## src/hw/mdl_defs.svh

```systemverilog
// constants for the message and doorbell logical layer
`ifndef MDL_DEFS_SVH
`define MDL_DEFS_SVH

// format types
`define MDL_FTYPE_IMPL      4'h0
`define MDL_FTYPE_RSV_LAST  4'h9
`define MDL_FTYPE_DOORBELL  4'hA
`define MDL_FTYPE_MESSAGE   4'hB

// standard-size codes, smallest code is 8 bytes
`define MDL_SSIZE_MIN       4'h9
`define MDL_SSIZE_MAX       4'hE
`define MDL_SSIZE_MIN_BYTES 12'h008
`define MDL_SSIZE_MIN_DW    6'h01

// doubleword and slot layout
`define MDL_DW_BYTES        32'h0000_0008
`define MDL_SLOT_SHIFT      12
`define MDL_RSRV_ZERO       8'h00

// queue depths
`define MDL_DB_DEPTH        8
`define MDL_FIFO_DEPTH      8
`define MDL_DATA_WIDTH      64

`endif

```

## src/hw/mdl_pkg.sv

```systemverilog
// types for the message and doorbell logical layer
package mdl_pkg;

  // receive flow, gray coded along idle-move-flush-respond
  typedef enum logic [1:0] {
    MDL_IDLE  = 2'b00,
    MDL_MOVE  = 2'b01,
    MDL_FLUSH = 2'b11,
    MDL_RESP  = 2'b10
  } mdl_state_t;

  // response status
  typedef enum logic [1:0] {
    MDL_DONE  = 2'b00,
    MDL_RETRY = 2'b01,
    MDL_ERROR = 2'b10
  } mdl_status_t;

endpackage

```

## src/hw/mdl_msg_doorbell.sv

```systemverilog
// message and doorbell logical layer with payload fifo
// Behaviour
// - doorbell carries 16-bit info, never a payload.
// - received doorbells are stored in a hardware queue for the processor.
// - each queue entry keeps sender identity with the info value.
// - a message has at most 16 segments, each answered by a response.
// - message payloads are whole doublewords, never empty.
// - segments accepted in any order using length and index fields.
// - separate reassembly state kept per mailbox and slot.
// - every non-final segment carries exactly the standard size.
// - write address derived from mailbox, slot, index and size.
// - writes may snoop caches when the mailbox is cacheable.
// - payloads big-endian, byte-swapped for little-endian memory.
// - short quantities sit in their address lanes of the doubleword.
// - type 0 implementation-defined, 1-9 reserved, 10 doorbell, 11 message.
// - never emit a reserved format type.
// - reserved fields sent as zero, ignored on receipt.
// - reserved encodings in needed fields answered with error.
// - unrecognised implementation-defined packets are ignored.
// - packet stream starts with the 4-bit format type.
// - doorbell stream is type, 8 reserved, tag, info msb, info lsb.
// - retry when mailbox or doorbell queue is busy.
// - length field holds segment count minus one.
// - size codes 9 to 14 select 8 to 256 bytes, rest reserved.
`timescale 1ns/10ps
`include "mdl_defs.svh"

module mdl_fifo #(
  parameter int WIDTH = `MDL_DATA_WIDTH,
  parameter int DEPTH = `MDL_FIFO_DEPTH
) (
  input  wire logic             clock,
  input  wire logic             reset,
  input  wire logic             in_valid,
  output logic                  in_ready,
  input  wire logic [WIDTH-1:0] in_data,
  output logic                  out_valid,
  input  wire logic             out_ready,
  output logic      [WIDTH-1:0] out_data
);
  localparam int AW = $clog2(DEPTH);
  localparam int CW = $clog2(DEPTH + 1);

  logic [WIDTH-1:0] mem_q [DEPTH];
  logic [AW-1:0]    wr_q;
  logic [AW-1:0]    rd_q;
  logic [CW-1:0]    cnt_q;
  logic [CW-1:0]    cnt_d;
  logic             ready_q;
  logic             push;
  logic             pop;

  // handshakes; ready is a flop so the source sees honest back-pressure
  assign push      = in_valid && ready_q;
  assign pop       = out_valid && out_ready;
  assign in_ready  = ready_q;
  assign out_valid = (cnt_q != '0);
  assign out_data  = mem_q[rd_q];
  assign cnt_d     = cnt_q + CW'(push) - CW'(pop);

  // storage
  always_ff @(posedge clock) begin
    if (push) begin
      mem_q[wr_q] <= in_data;
    end
  end

  // pointers and fill level
  always_ff @(posedge clock) begin
    if (reset) begin
      // ready held low in reset so no word slips in before the pointers settle
      wr_q    <= '0;
      rd_q    <= '0;
      cnt_q   <= '0;
      ready_q <= 1'b0;
    end else begin
      if (push) begin
        wr_q <= (wr_q == AW'(DEPTH - 1)) ? '0 : wr_q + 1'b1;
      end
      if (pop) begin
        rd_q <= (rd_q == AW'(DEPTH - 1)) ? '0 : rd_q + 1'b1;
      end
      cnt_q   <= cnt_d;
      ready_q <= (cnt_d != CW'(DEPTH));
    end
  end
endmodule

module mdl_msg_doorbell (
  input  wire logic        clock,
  input  wire logic        reset,
  input  wire logic        rx_hdr_valid,
  output logic             rx_hdr_ready,
  input  wire logic [3:0]  rx_ftype,
  input  wire logic [7:0]  rx_source_id,
  input  wire logic [7:0]  rx_source_transaction_tag,
  input  wire logic [15:0] rx_info,
  input  wire logic [3:0]  rx_msg_length,
  input  wire logic [3:0]  rx_msg_segment,
  input  wire logic [1:0]  rx_mailbox,
  input  wire logic [1:0]  rx_letter,
  input  wire logic [3:0]  rx_std_size,
  input  wire logic [5:0]  rx_dwords,
  input  wire logic        rx_data_valid,
  output logic             rx_data_ready,
  input  wire logic [63:0] rx_data,
  input  wire logic [31:0] mailbox_base,
  input  wire logic [3:0]  mailbox_busy,
  input  wire logic [3:0]  mailbox_cacheable,
  input  wire logic        mem_little_endian,
  output logic             mem_wr_valid,
  input  wire logic        mem_wr_ready,
  output logic      [31:0] mem_wr_addr,
  output logic      [63:0] mem_wr_data,
  output logic             mem_wr_snoop,
  output logic             msg_done,
  output logic      [3:0]  msg_done_slot,
  output logic             db_valid,
  input  wire logic        db_pop,
  output logic      [7:0]  db_source_id,
  output logic      [15:0] db_info,
  output logic             resp_valid,
  input  wire logic        resp_ready,
  output logic      [1:0]  resp_status,
  output logic      [7:0]  resp_dest_id,
  output logic      [7:0]  resp_source_transaction_tag,
  input  wire logic        tx_db_valid,
  output logic             tx_db_ready,
  input  wire logic [7:0]  tx_db_tag,
  input  wire logic [15:0] tx_db_info,
  output logic             tx_frame_valid,
  input  wire logic        tx_frame_ready,
  output logic      [35:0] tx_frame_bits
);

  // byte lanes reversed for little-endian memory
  function automatic logic [63:0] mdl_bswap(input logic [63:0] d);
    logic [63:0] r;
    r = '0;
    for (int i = 0; i < 8; i++) begin
      r[8*i +: 8] = d[8*(7-i) +: 8];
    end
    return r;
  endfunction

  // segments that complete a message of the given length
  function automatic logic [15:0] mdl_len_mask(input logic [3:0] len);
    logic [16:0] m;
    m = (17'h0_0002 << len) - 17'h0_0001;
    return m[15:0];
  endfunction

  mdl_pkg::mdl_state_t state_q;
  mdl_pkg::mdl_state_t state_d;

  logic        hdr_ready_q;
  logic        accept;
  logic [63:0] fifo_data;
  logic        fifo_valid;
  logic        fifo_pop;
  logic        room;

  logic [7:0]  tag_q;
  logic [7:0]  src_q;
  logic [1:0]  status_q;
  logic        write_q;
  logic        respond_q;
  logic [5:0]  left_q;
  logic [31:0] addr_q;
  logic [3:0]  slot_q;
  logic [3:0]  seg_q;
  logic [3:0]  len_q;

  logic [15:0] seen_q [16];
  logic [3:0]  slen_q [16];
  logic [23:0] dbq_q  [`MDL_DB_DEPTH];
  logic [2:0]  db_wr_q;
  logic [2:0]  db_rd_q;
  logic [3:0]  db_cnt_q;

  logic [3:0]  slot;
  logic [5:0]  size_dw;
  logic [11:0] seg_off;
  logic        is_db;
  logic        is_msg;
  logic        ftype_rsv;
  logic        ssize_bad;
  logic        msg_bad;
  logic        db_full;
  logic        do_err;
  logic        do_retry;
  logic        db_push;
  logic        db_take;
  logic [15:0] seen_new;

  // payload fifo; its ready stalls the payload source
  mdl_fifo #(
    .WIDTH (`MDL_DATA_WIDTH),
    .DEPTH (`MDL_FIFO_DEPTH)
  ) u_fifo (
    .clock     (clock),
    .reset     (reset),
    .in_valid  (rx_data_valid),
    .in_ready  (rx_data_ready),
    .in_data   (rx_data),
    .out_valid (fifo_valid),
    .out_ready (fifo_pop),
    .out_data  (fifo_data)
  );

  // header decode and checks at acceptance
  assign accept    = rx_hdr_valid && hdr_ready_q;
  assign slot      = {rx_mailbox, rx_letter};
  assign is_db     = (rx_ftype == `MDL_FTYPE_DOORBELL);
  assign is_msg    = (rx_ftype == `MDL_FTYPE_MESSAGE);
  assign ftype_rsv = (rx_ftype != `MDL_FTYPE_IMPL) && (rx_ftype <= `MDL_FTYPE_RSV_LAST);
  assign ssize_bad = (rx_std_size < `MDL_SSIZE_MIN) || (rx_std_size > `MDL_SSIZE_MAX);
  assign size_dw   = `MDL_SSIZE_MIN_DW << (rx_std_size - `MDL_SSIZE_MIN);
  assign seg_off   = 12'(rx_msg_segment) * (`MDL_SSIZE_MIN_BYTES << (rx_std_size - `MDL_SSIZE_MIN));
  assign db_full   = (db_cnt_q == 4'(`MDL_DB_DEPTH));

  // a mismatched length against a live slot is a corrupt message
  assign msg_bad = ssize_bad
    || (rx_dwords == 6'h00)
    || (rx_msg_segment > rx_msg_length)
    || ((rx_msg_segment != rx_msg_length) && (rx_dwords != size_dw))
    || ((rx_msg_segment == rx_msg_length) && (rx_dwords > size_dw))
    || ((seen_q[slot] != 16'h0000) && (slen_q[slot] != rx_msg_length));

  // error outranks retry so bad packets are never resent forever
  assign do_err   = ftype_rsv || (is_msg && msg_bad) || (is_db && rx_dwords != 6'h00);
  assign do_retry = (is_msg && mailbox_busy[rx_mailbox]) || (is_db && db_full);
  assign db_push  = accept && is_db && !do_err && !do_retry;

  // payload words leave the fifo when the write register can take them; dropped words leave at once
  assign room     = !mem_wr_valid || mem_wr_ready;
  assign fifo_pop = (state_q == mdl_pkg::MDL_MOVE) && fifo_valid && (!write_q || room);

  // receive sequencing
  always_comb begin
    state_d = state_q;
    case (state_q)
      mdl_pkg::MDL_IDLE: begin
        if (accept) begin
          state_d = (rx_dwords == 6'h00) ? mdl_pkg::MDL_FLUSH : mdl_pkg::MDL_MOVE;
        end
      end
      mdl_pkg::MDL_MOVE: begin
        if (fifo_pop && left_q == 6'h01) begin
          state_d = mdl_pkg::MDL_FLUSH;
        end
      end
      mdl_pkg::MDL_FLUSH: begin
        // answer only once the last word has left for memory
        if (!mem_wr_valid) begin
          state_d = respond_q ? mdl_pkg::MDL_RESP : mdl_pkg::MDL_IDLE;
        end
      end
      mdl_pkg::MDL_RESP: begin
        if (resp_ready) begin
          state_d = mdl_pkg::MDL_IDLE;
        end
      end
      default: state_d = mdl_pkg::MDL_IDLE;
    endcase
  end

  always_ff @(posedge clock) begin
    if (reset) begin
      state_q     <= mdl_pkg::MDL_IDLE;
      hdr_ready_q <= 1'b0;
    end else begin
      state_q     <= state_d;
      hdr_ready_q <= (state_d == mdl_pkg::MDL_IDLE);
    end
  end

  // request context latched on acceptance
  always_ff @(posedge clock) begin
    if (reset) begin
      tag_q     <= 8'h00;
      src_q     <= 8'h00;
      status_q  <= mdl_pkg::MDL_DONE;
      write_q   <= 1'b0;
      respond_q <= 1'b0;
      left_q    <= 6'h00;
      addr_q    <= 32'h0000_0000;
      slot_q    <= 4'h0;
      seg_q     <= 4'h0;
      len_q     <= 4'h0;
    end else if (accept) begin
      tag_q     <= rx_source_transaction_tag;
      src_q     <= rx_source_id;
      status_q  <= do_err ? mdl_pkg::MDL_ERROR :
                   do_retry ? mdl_pkg::MDL_RETRY : mdl_pkg::MDL_DONE;
      write_q   <= is_msg && !do_err && !do_retry;
      respond_q <= is_db || is_msg || ftype_rsv;
      left_q    <= rx_dwords;
      addr_q    <= mailbox_base + {16'h0000, slot, 12'h000} + {20'h0_0000, seg_off};
      slot_q    <= slot;
      seg_q     <= rx_msg_segment;
      len_q     <= rx_msg_length;
    end else if (fifo_pop) begin
      left_q <= left_q - 6'h01;
      addr_q <= addr_q + `MDL_DW_BYTES;
    end
  end

  // memory write register; dropped payloads never reach it
  always_ff @(posedge clock) begin
    if (reset) begin
      mem_wr_valid <= 1'b0;
      mem_wr_addr  <= 32'h0000_0000;
      mem_wr_data  <= 64'h0000_0000_0000_0000;
      mem_wr_snoop <= 1'b0;
    end else if (fifo_pop && write_q) begin
      mem_wr_valid <= 1'b1;
      mem_wr_addr  <= addr_q;
      mem_wr_data  <= mem_little_endian ? mdl_bswap(fifo_data) : fifo_data;
      mem_wr_snoop <= mailbox_cacheable[slot_q[3:2]];
    end else if (mem_wr_ready) begin
      mem_wr_valid <= 1'b0;
    end
  end

  // per-slot reassembly; completion when every index up to length is seen
  assign seen_new = seen_q[slot_q] | (16'h0001 << seg_q);

  always_ff @(posedge clock) begin
    if (reset) begin
      for (int i = 0; i < 16; i++) begin
        seen_q[i] <= 16'h0000;
        slen_q[i] <= 4'h0;
      end
      msg_done      <= 1'b0;
      msg_done_slot <= 4'h0;
    end else begin
      msg_done <= 1'b0;
      if (state_q == mdl_pkg::MDL_FLUSH && !mem_wr_valid && write_q) begin
        slen_q[slot_q] <= len_q;
        if (seen_new == mdl_len_mask(len_q)) begin
          seen_q[slot_q] <= 16'h0000;
          msg_done       <= 1'b1;
          msg_done_slot  <= slot_q;
        end else begin
          seen_q[slot_q] <= seen_new;
        end
      end
    end
  end

  // response register, held until taken
  always_ff @(posedge clock) begin
    if (reset) begin
      resp_valid                  <= 1'b0;
      resp_status                 <= mdl_pkg::MDL_DONE;
      resp_dest_id                <= 8'h00;
      resp_source_transaction_tag <= 8'h00;
    end else if (state_d == mdl_pkg::MDL_RESP && state_q != mdl_pkg::MDL_RESP) begin
      resp_valid                  <= 1'b1;
      resp_status                 <= status_q;
      resp_dest_id                <= src_q;
      resp_source_transaction_tag <= tag_q;
    end else if (resp_ready) begin
      resp_valid <= 1'b0;
    end
  end

  // doorbell queue; the head lags one cycle, so pops are two cycles apart
  assign db_take = db_pop && db_valid;

  always_ff @(posedge clock) begin
    if (db_push) begin
      dbq_q[db_wr_q] <= {rx_source_id, rx_info};
    end
  end

  always_ff @(posedge clock) begin
    if (reset) begin
      db_wr_q      <= 3'h0;
      db_rd_q      <= 3'h0;
      db_cnt_q     <= 4'h0;
      db_valid     <= 1'b0;
      db_source_id <= 8'h00;
      db_info      <= 16'h0000;
    end else begin
      db_wr_q      <= db_wr_q + 3'(db_push);
      db_rd_q      <= db_rd_q + 3'(db_take);
      db_cnt_q     <= db_cnt_q + 4'(db_push) - 4'(db_take);
      db_valid     <= (db_cnt_q != 4'h0) && !db_take;
      db_source_id <= dbq_q[db_rd_q][23:16];
      db_info      <= dbq_q[db_rd_q][15:0];
    end
  end

  // outgoing doorbell frame, single slot
  always_ff @(posedge clock) begin
    if (reset) begin
      tx_frame_valid <= 1'b0;
      tx_frame_bits  <= 36'h0_0000_0000;
      tx_db_ready    <= 1'b0;
    end else if (tx_db_valid && tx_db_ready) begin
      tx_frame_valid <= 1'b1;
      // only the doorbell type is ever built here
      tx_frame_bits  <= {`MDL_FTYPE_DOORBELL, `MDL_RSRV_ZERO, tx_db_tag, tx_db_info};
      tx_db_ready    <= 1'b0;
    end else if (tx_frame_valid && tx_frame_ready) begin
      tx_frame_valid <= 1'b0;
      tx_db_ready    <= 1'b1;
    end else begin
      tx_db_ready    <= !tx_frame_valid;
    end
  end

  assign rx_hdr_ready = hdr_ready_q;
endmodule

```

## config.mk

```make
export PLATFORM = sky130hd
export DESIGN_NAME = mdl_msg_doorbell
export DESIGN_NICKNAME = d
export VERILOG_FILES = /design/src/hw/mdl_pkg.sv /design/src/hw/mdl_msg_doorbell.sv
export VERILOG_INCLUDE_DIRS = /design/src /design/src/hw
export SDC_FILE = /design/constraint.sdc
export NUM_CORES = 2
export LEC_CHECK = 0
export BUFFER_PORTS_ARGS = -buffer_cell sky130_fd_sc_hd__buf_2
export CORE_ASPECT_RATIO = 0.6
export CORE_MARGIN = 2
export CORE_UTILIZATION = 60
export CTS_CLUSTER_SIZE = 25
export DETAILED_ROUTE_END_ITERATION = 7
export GPL_ROUTABILITY_DRIVEN = 0
export PLACE_DENSITY_LB_ADDON = 0.12
export SLEW_MARGIN = 20
export SYNTH_ARGS = -nofsm -noshare
export SYNTH_HDL_FRONTEND = slang
export SYNTH_SLANG_ARGS = --single-unit
```

## constraint.sdc

```tcl
create_clock -name clock -period 13.65 [get_ports clock]
set_input_delay 0.6825 -clock clock [delete_from_list [all_inputs] [get_ports clock]]
set_output_delay 0.6825 -clock clock [all_outputs]
set_load 0.02 [all_outputs]
```

==> run summary <==
The run finished with clean final reports. After the flow finishes, the layout carries non-filler instances totaling 5348. Top-level I/O count: 383.

TritonCTS built the clock tree. The analysis attributes to net switching a power of 2.11 mW. The cts-stage hold buffer count came out at 0.

The number of synthesized register bits is 1299, and the proportion of register bits with asynchronous set or reset after synthesis is 0. For the worst setup path, the data arrival time is 6.34 ns. The wire length of the first global-routing pass was 215 mm. The clock network fraction of total power is 0.384, and the largest clock skew in the final design is 0.0355 ns. The signal on the critical path passes through clkinv_1 > nand3_1 > ha_1 > xor2_1 > a2bb2oi_1 > nor3_1 > or4_1 > or4_4 > a2111oi_4 > buf_12 > buf_16 > nor3_1. Of all cell types, the one taking the most synthesized area is sky130_fd_sc_hd__edfxtp_1. The clock passes through at most 3 buffers.

Max-cap violations in this run came to 0. In the final design database the tool counted 4266 nets. The critical path is of the register to register type. Once detail routing completed, the nets flagged for antenna violations numbered 0. The most frequent cell after synthesis was sky130_fd_sc_hd__edfxtp_1. Standard cell with the maximum stage delay on the critical path: sky130_fd_sc_hd__clkinv_1. For the worst flop-to-flop path, the logic depth is 12. Critical path capture point type: a register.

The count of fill cells added during filler insertion was 6324. For this block, the via count after detailed routing is 34300. Share of final-layout standard cells stronger than drive strength 1: 0.243.

The sequential cell fraction of total power came out at 0.512. In the synthesized netlist, the cells that appear most often are 1024 x sky130_fd_sc_hd__edfxtp_1, 394 x sky130_fd_sc_hd__nand2_1, 324 x sky130_fd_sc_hd__mux4_2. Among all flip-flop cells after synthesis, the most frequent one is sky130_fd_sc_hd__edfxtp_1. CTS saw 1299 sinks. The maximum ir drop on the vdd rail was 130 uV; the number of buffers created by CTS was 112.

The first-pass detailed-route iteration total is 6. The clock period minus final worst setup slack came out at 5.90 ns. The first routing iteration left 4245 violations.

For this design the static power due to leakage is 20.7 nW. Clock-pin slew was measured on the worst setup and hold paths at 0.07 ns. The number of rows created at floorplan was 86; the switching portion of total power was 0.239. Yosys printed 0 warnings. For the worst-skew pair, the clock arrives at the later sink with an insertion delay of 0.75 ns. For the post-synthesis cell type count, the log shows 74. Gates resized during post-CTS repair numbered 0. In this run the worst path has a maximum fanout of 195. Yosys mapped a number of flops with a built-in enable equal to 1024.

The worst hold path passes through 3 cells. Element type at the critical path start: a register. The run gives 0 as the final hold violation count. In this run the standard cell core region covers 91500 sq um. For the pin with the worst max-slew slack, the measured transition is 1.22 ns.

A synthesized cell averages 14.9 sq um. Based on the critical path, the design can be clocked at up to 170 MHz. The height of the chip was 239 um; the required time of the critical path was 14.09 ns. The logs give 0.311 for the combined global-route utilization of all metal layers and 36300 sq um for the combined flip-flop and latch cell area.

The run gives 0.657 as the register area share after synthesis. Normalized max-slew margin: 0.185. The number of antenna violations at the first check in global routing came out at 34.

The final cycle utilization of the critical path is 0.432, and the maximum number of pins on one net before global-route repair is 257. Compared with the post-synthesis result, the final layout area differs by 12.4%. For the number of endpoints failing setup at the final stage, the log shows 0. The overall overflow remaining after global route is 0, and the internal power summed over all cells is 6.70 mW. The post-detailed-placement half-perimeter wirelength was 93.3 mm; the width of the chip was 396 um.

The area share of the largest cell type after synthesis is 0.557, and the floorplan die area is 94500 sq um. The logs give 0 for the total count of max-transition violations in the final report and 0 for the remaining design rule violation count. Setup repair after global routing left no endpoint under its margin.

Post-CTS timing repair inserted 0 buffers for setup. Combinational fraction of design power: 0.105. The number of global-route vias before repair is 32400, and the post-synthesis cell area is 55200 sq um. The most numerous cell type found on the critical path is sky130_fd_sc_hd__nor3_1. The highest cell delay on the worst timing path was 0.69 ns. By area the synthesized netlist is led by sky130_fd_sc_hd__edfxtp_1 56%, sky130_fd_sc_hd__mux4_2 13%, sky130_fd_sc_hd__dfxtp_1 10%. The number of placed instances, taps included is 5118, and the footprint of the multi-input gates is 17600 sq um. The initial standard-cell utilization of the core is 0.604, and the number of cells produced by synthesis is 3712.

The detail-routed via count per cell is 6.42, and the routed length per placed instance is 27.6 um. For this design the ratio of total power to cell area is 142 nW/um^2. Classification of the worst-slack hold path: input port to register. The root buffer cell chosen for the clock tree is sky130_fd_sc_hd__clkbuf_16.

Wires add up to 148 mm. Buffers placed on the I/O ports in this run total 372. In this run the number of H-tree levels came out at 3. The total negative slack is 0 ns.
## cell families (layout without fill, tap and decap cells)
group | Yosys count | after routing | synth area share
flip-flops | 1299 | 1299 | 0.657
AND/OR/NAND/NOR | 1179 | 1179 | 0.0997
multiplexers | 415 | 415 | 0.149
buffers and inverters | 339 | 713 | 0.0282
AO/OA/AOI/OAI | 333 | 333 | 0.0367
XOR/XNOR | 77 | 77 | 0.0122
adder cells (fa/ha/maj) | 69 | 69 | 0.0175
other | 1 | 31 | 0.0000679
## critical path, delay by kind of cell (launching register included)
family                     cells  cell delay, ns
AOI/OAI and AO/OA              2            0.86
DFF                            1            0.63
and+or+nand+nor                5            1.69
buffers and inverters          3            1.46
adders and majority gates      1            0.46
xor gates and xnor gates       1            0.19
## registers in the layout, indices dropped and copies added, names as in the netlist, 6 cells and up, named ones only
name and count:
u_fifo.mem_q 512, seen_q 256, dbq_q 192, mem_wr_data 64
slen_q 64, addr_q 32, mem_wr_addr 32, tx_frame_bits 25
db_info 16, db_source_id 8, resp_dest_id 8, resp_source_transaction_tag 8
src_q 8, tag_q 8, left_q 6
## per-stage QoR
step / instance area (sq um) / util / power [mW] / hold WS [ns] / worst slack, ns
after global placement: 58000 / 0.635 / 5.48 / 0.437 / 7.50
after global routing: 62000 / 0.678 / 9.07 / 0.160 / 7.67
after detailed placement: 58100 / 0.635 / 5.50 / 0.441 / 7.43
after CTS: 61900 / 0.677 / 8.83 / 0.146 / 8.10
final: 62000 / 0.678 / 8.81 / 0.184 / 7.75
after floorplan: 55200 / - / 5.20 / 0.432 / 5.52
## cell type report
| type | count | area share |
|---|---|---|
| multi-input combinational | 2083 | 0.284 |
| clock buffer | 143 | 0.0490 |
| clock inverter | 65 | 0.0135 |
| inverter | 65 | 0.00393 |
| tap | 1232 | 0.0248 |
| timing repair buffer | 440 | 0.0392 |
| sequential | 1299 | 0.585 |
| antenna | 21 | 0.000847 |
## final timing paths
| check | startpoint | endpoint | slack (ns) |
|---|---|---|---|
| max | len_q[0]$_SDFFE_PP0P_ | seen_q[10][5]$_SDFFCE_PN0P_ | 7.75 |
| min | tx_db_info[7] | tx_frame_bits[7]$_SDFFE_PP0P_ | 0.18 |
| max reg2reg | len_q[0]$_SDFFE_PP0P_ | seen_q[10][5]$_SDFFCE_PN0P_ | 7.75 |
| min reg2reg | mem_wr_data[56]$_SDFFE_PP0P_ | mem_wr_data[56]$_SDFFE_PP0P_ | 0.45 |
## power by group through the flow
stage               combinational [mW]  clock [mW]  sequential (mW)
floorplan                        0.648           0             4.55
global placement                 0.897           0             4.59
detailed placement               0.907           0             4.59
CTS                              0.914        3.41             4.50
global route                     0.992        3.56             4.52
finish                           0.924        3.38             4.51
## layout by cell type (no fill, tap or decap), drive strengths merged, types with 9 or more instances in the layout
| cell type | synthesis | final |
|---|---|---|
| nor2b | 18 | 18 |
| a31oi | 10 | 10 |
| nor3 | 284 | 284 |
| a211oi | 35 | 35 |
| mux4 | 324 | 324 |
| clkbuf | 181 | 143 |
| a21oi | 194 | 194 |
| mux2i | 83 | 83 |
| bufinv | 0 | 17 |
| dfxtp | 275 | 275 |
| a21o | 9 | 9 |
| nand4 | 34 | 34 |
| diode | 0 | 21 |
| and3 | 18 | 18 |
| fa | 14 | 14 |
| a22oi | 12 | 12 |
| xor2 | 24 | 24 |
| and2 | 22 | 22 |
| edfxtp | 1024 | 1024 |
| clkinv | 2 | 42 |
| inv | 63 | 66 |
| ha | 55 | 55 |
| nand2b | 37 | 37 |
| conb | 1 | 10 |
| xnor2 | 53 | 53 |
| nand3 | 30 | 30 |
| nor2 | 224 | 224 |
| nor4 | 76 | 76 |
| o21ai | 26 | 26 |
| buf | 93 | 440 |
| nand2 | 394 | 394 |
## routing by layer
metal  track usage  vias to the layer above  part of all wire
met1         0.470                    17300              0.41
met3         0.106                      278              0.13
li1              -                    14800                 -
met4        0.0866                       18             0.029
met2         0.433                     1927              0.43
met5             0                        -           0.00081
No activity file was read; power rests on OpenSTA's default activity.
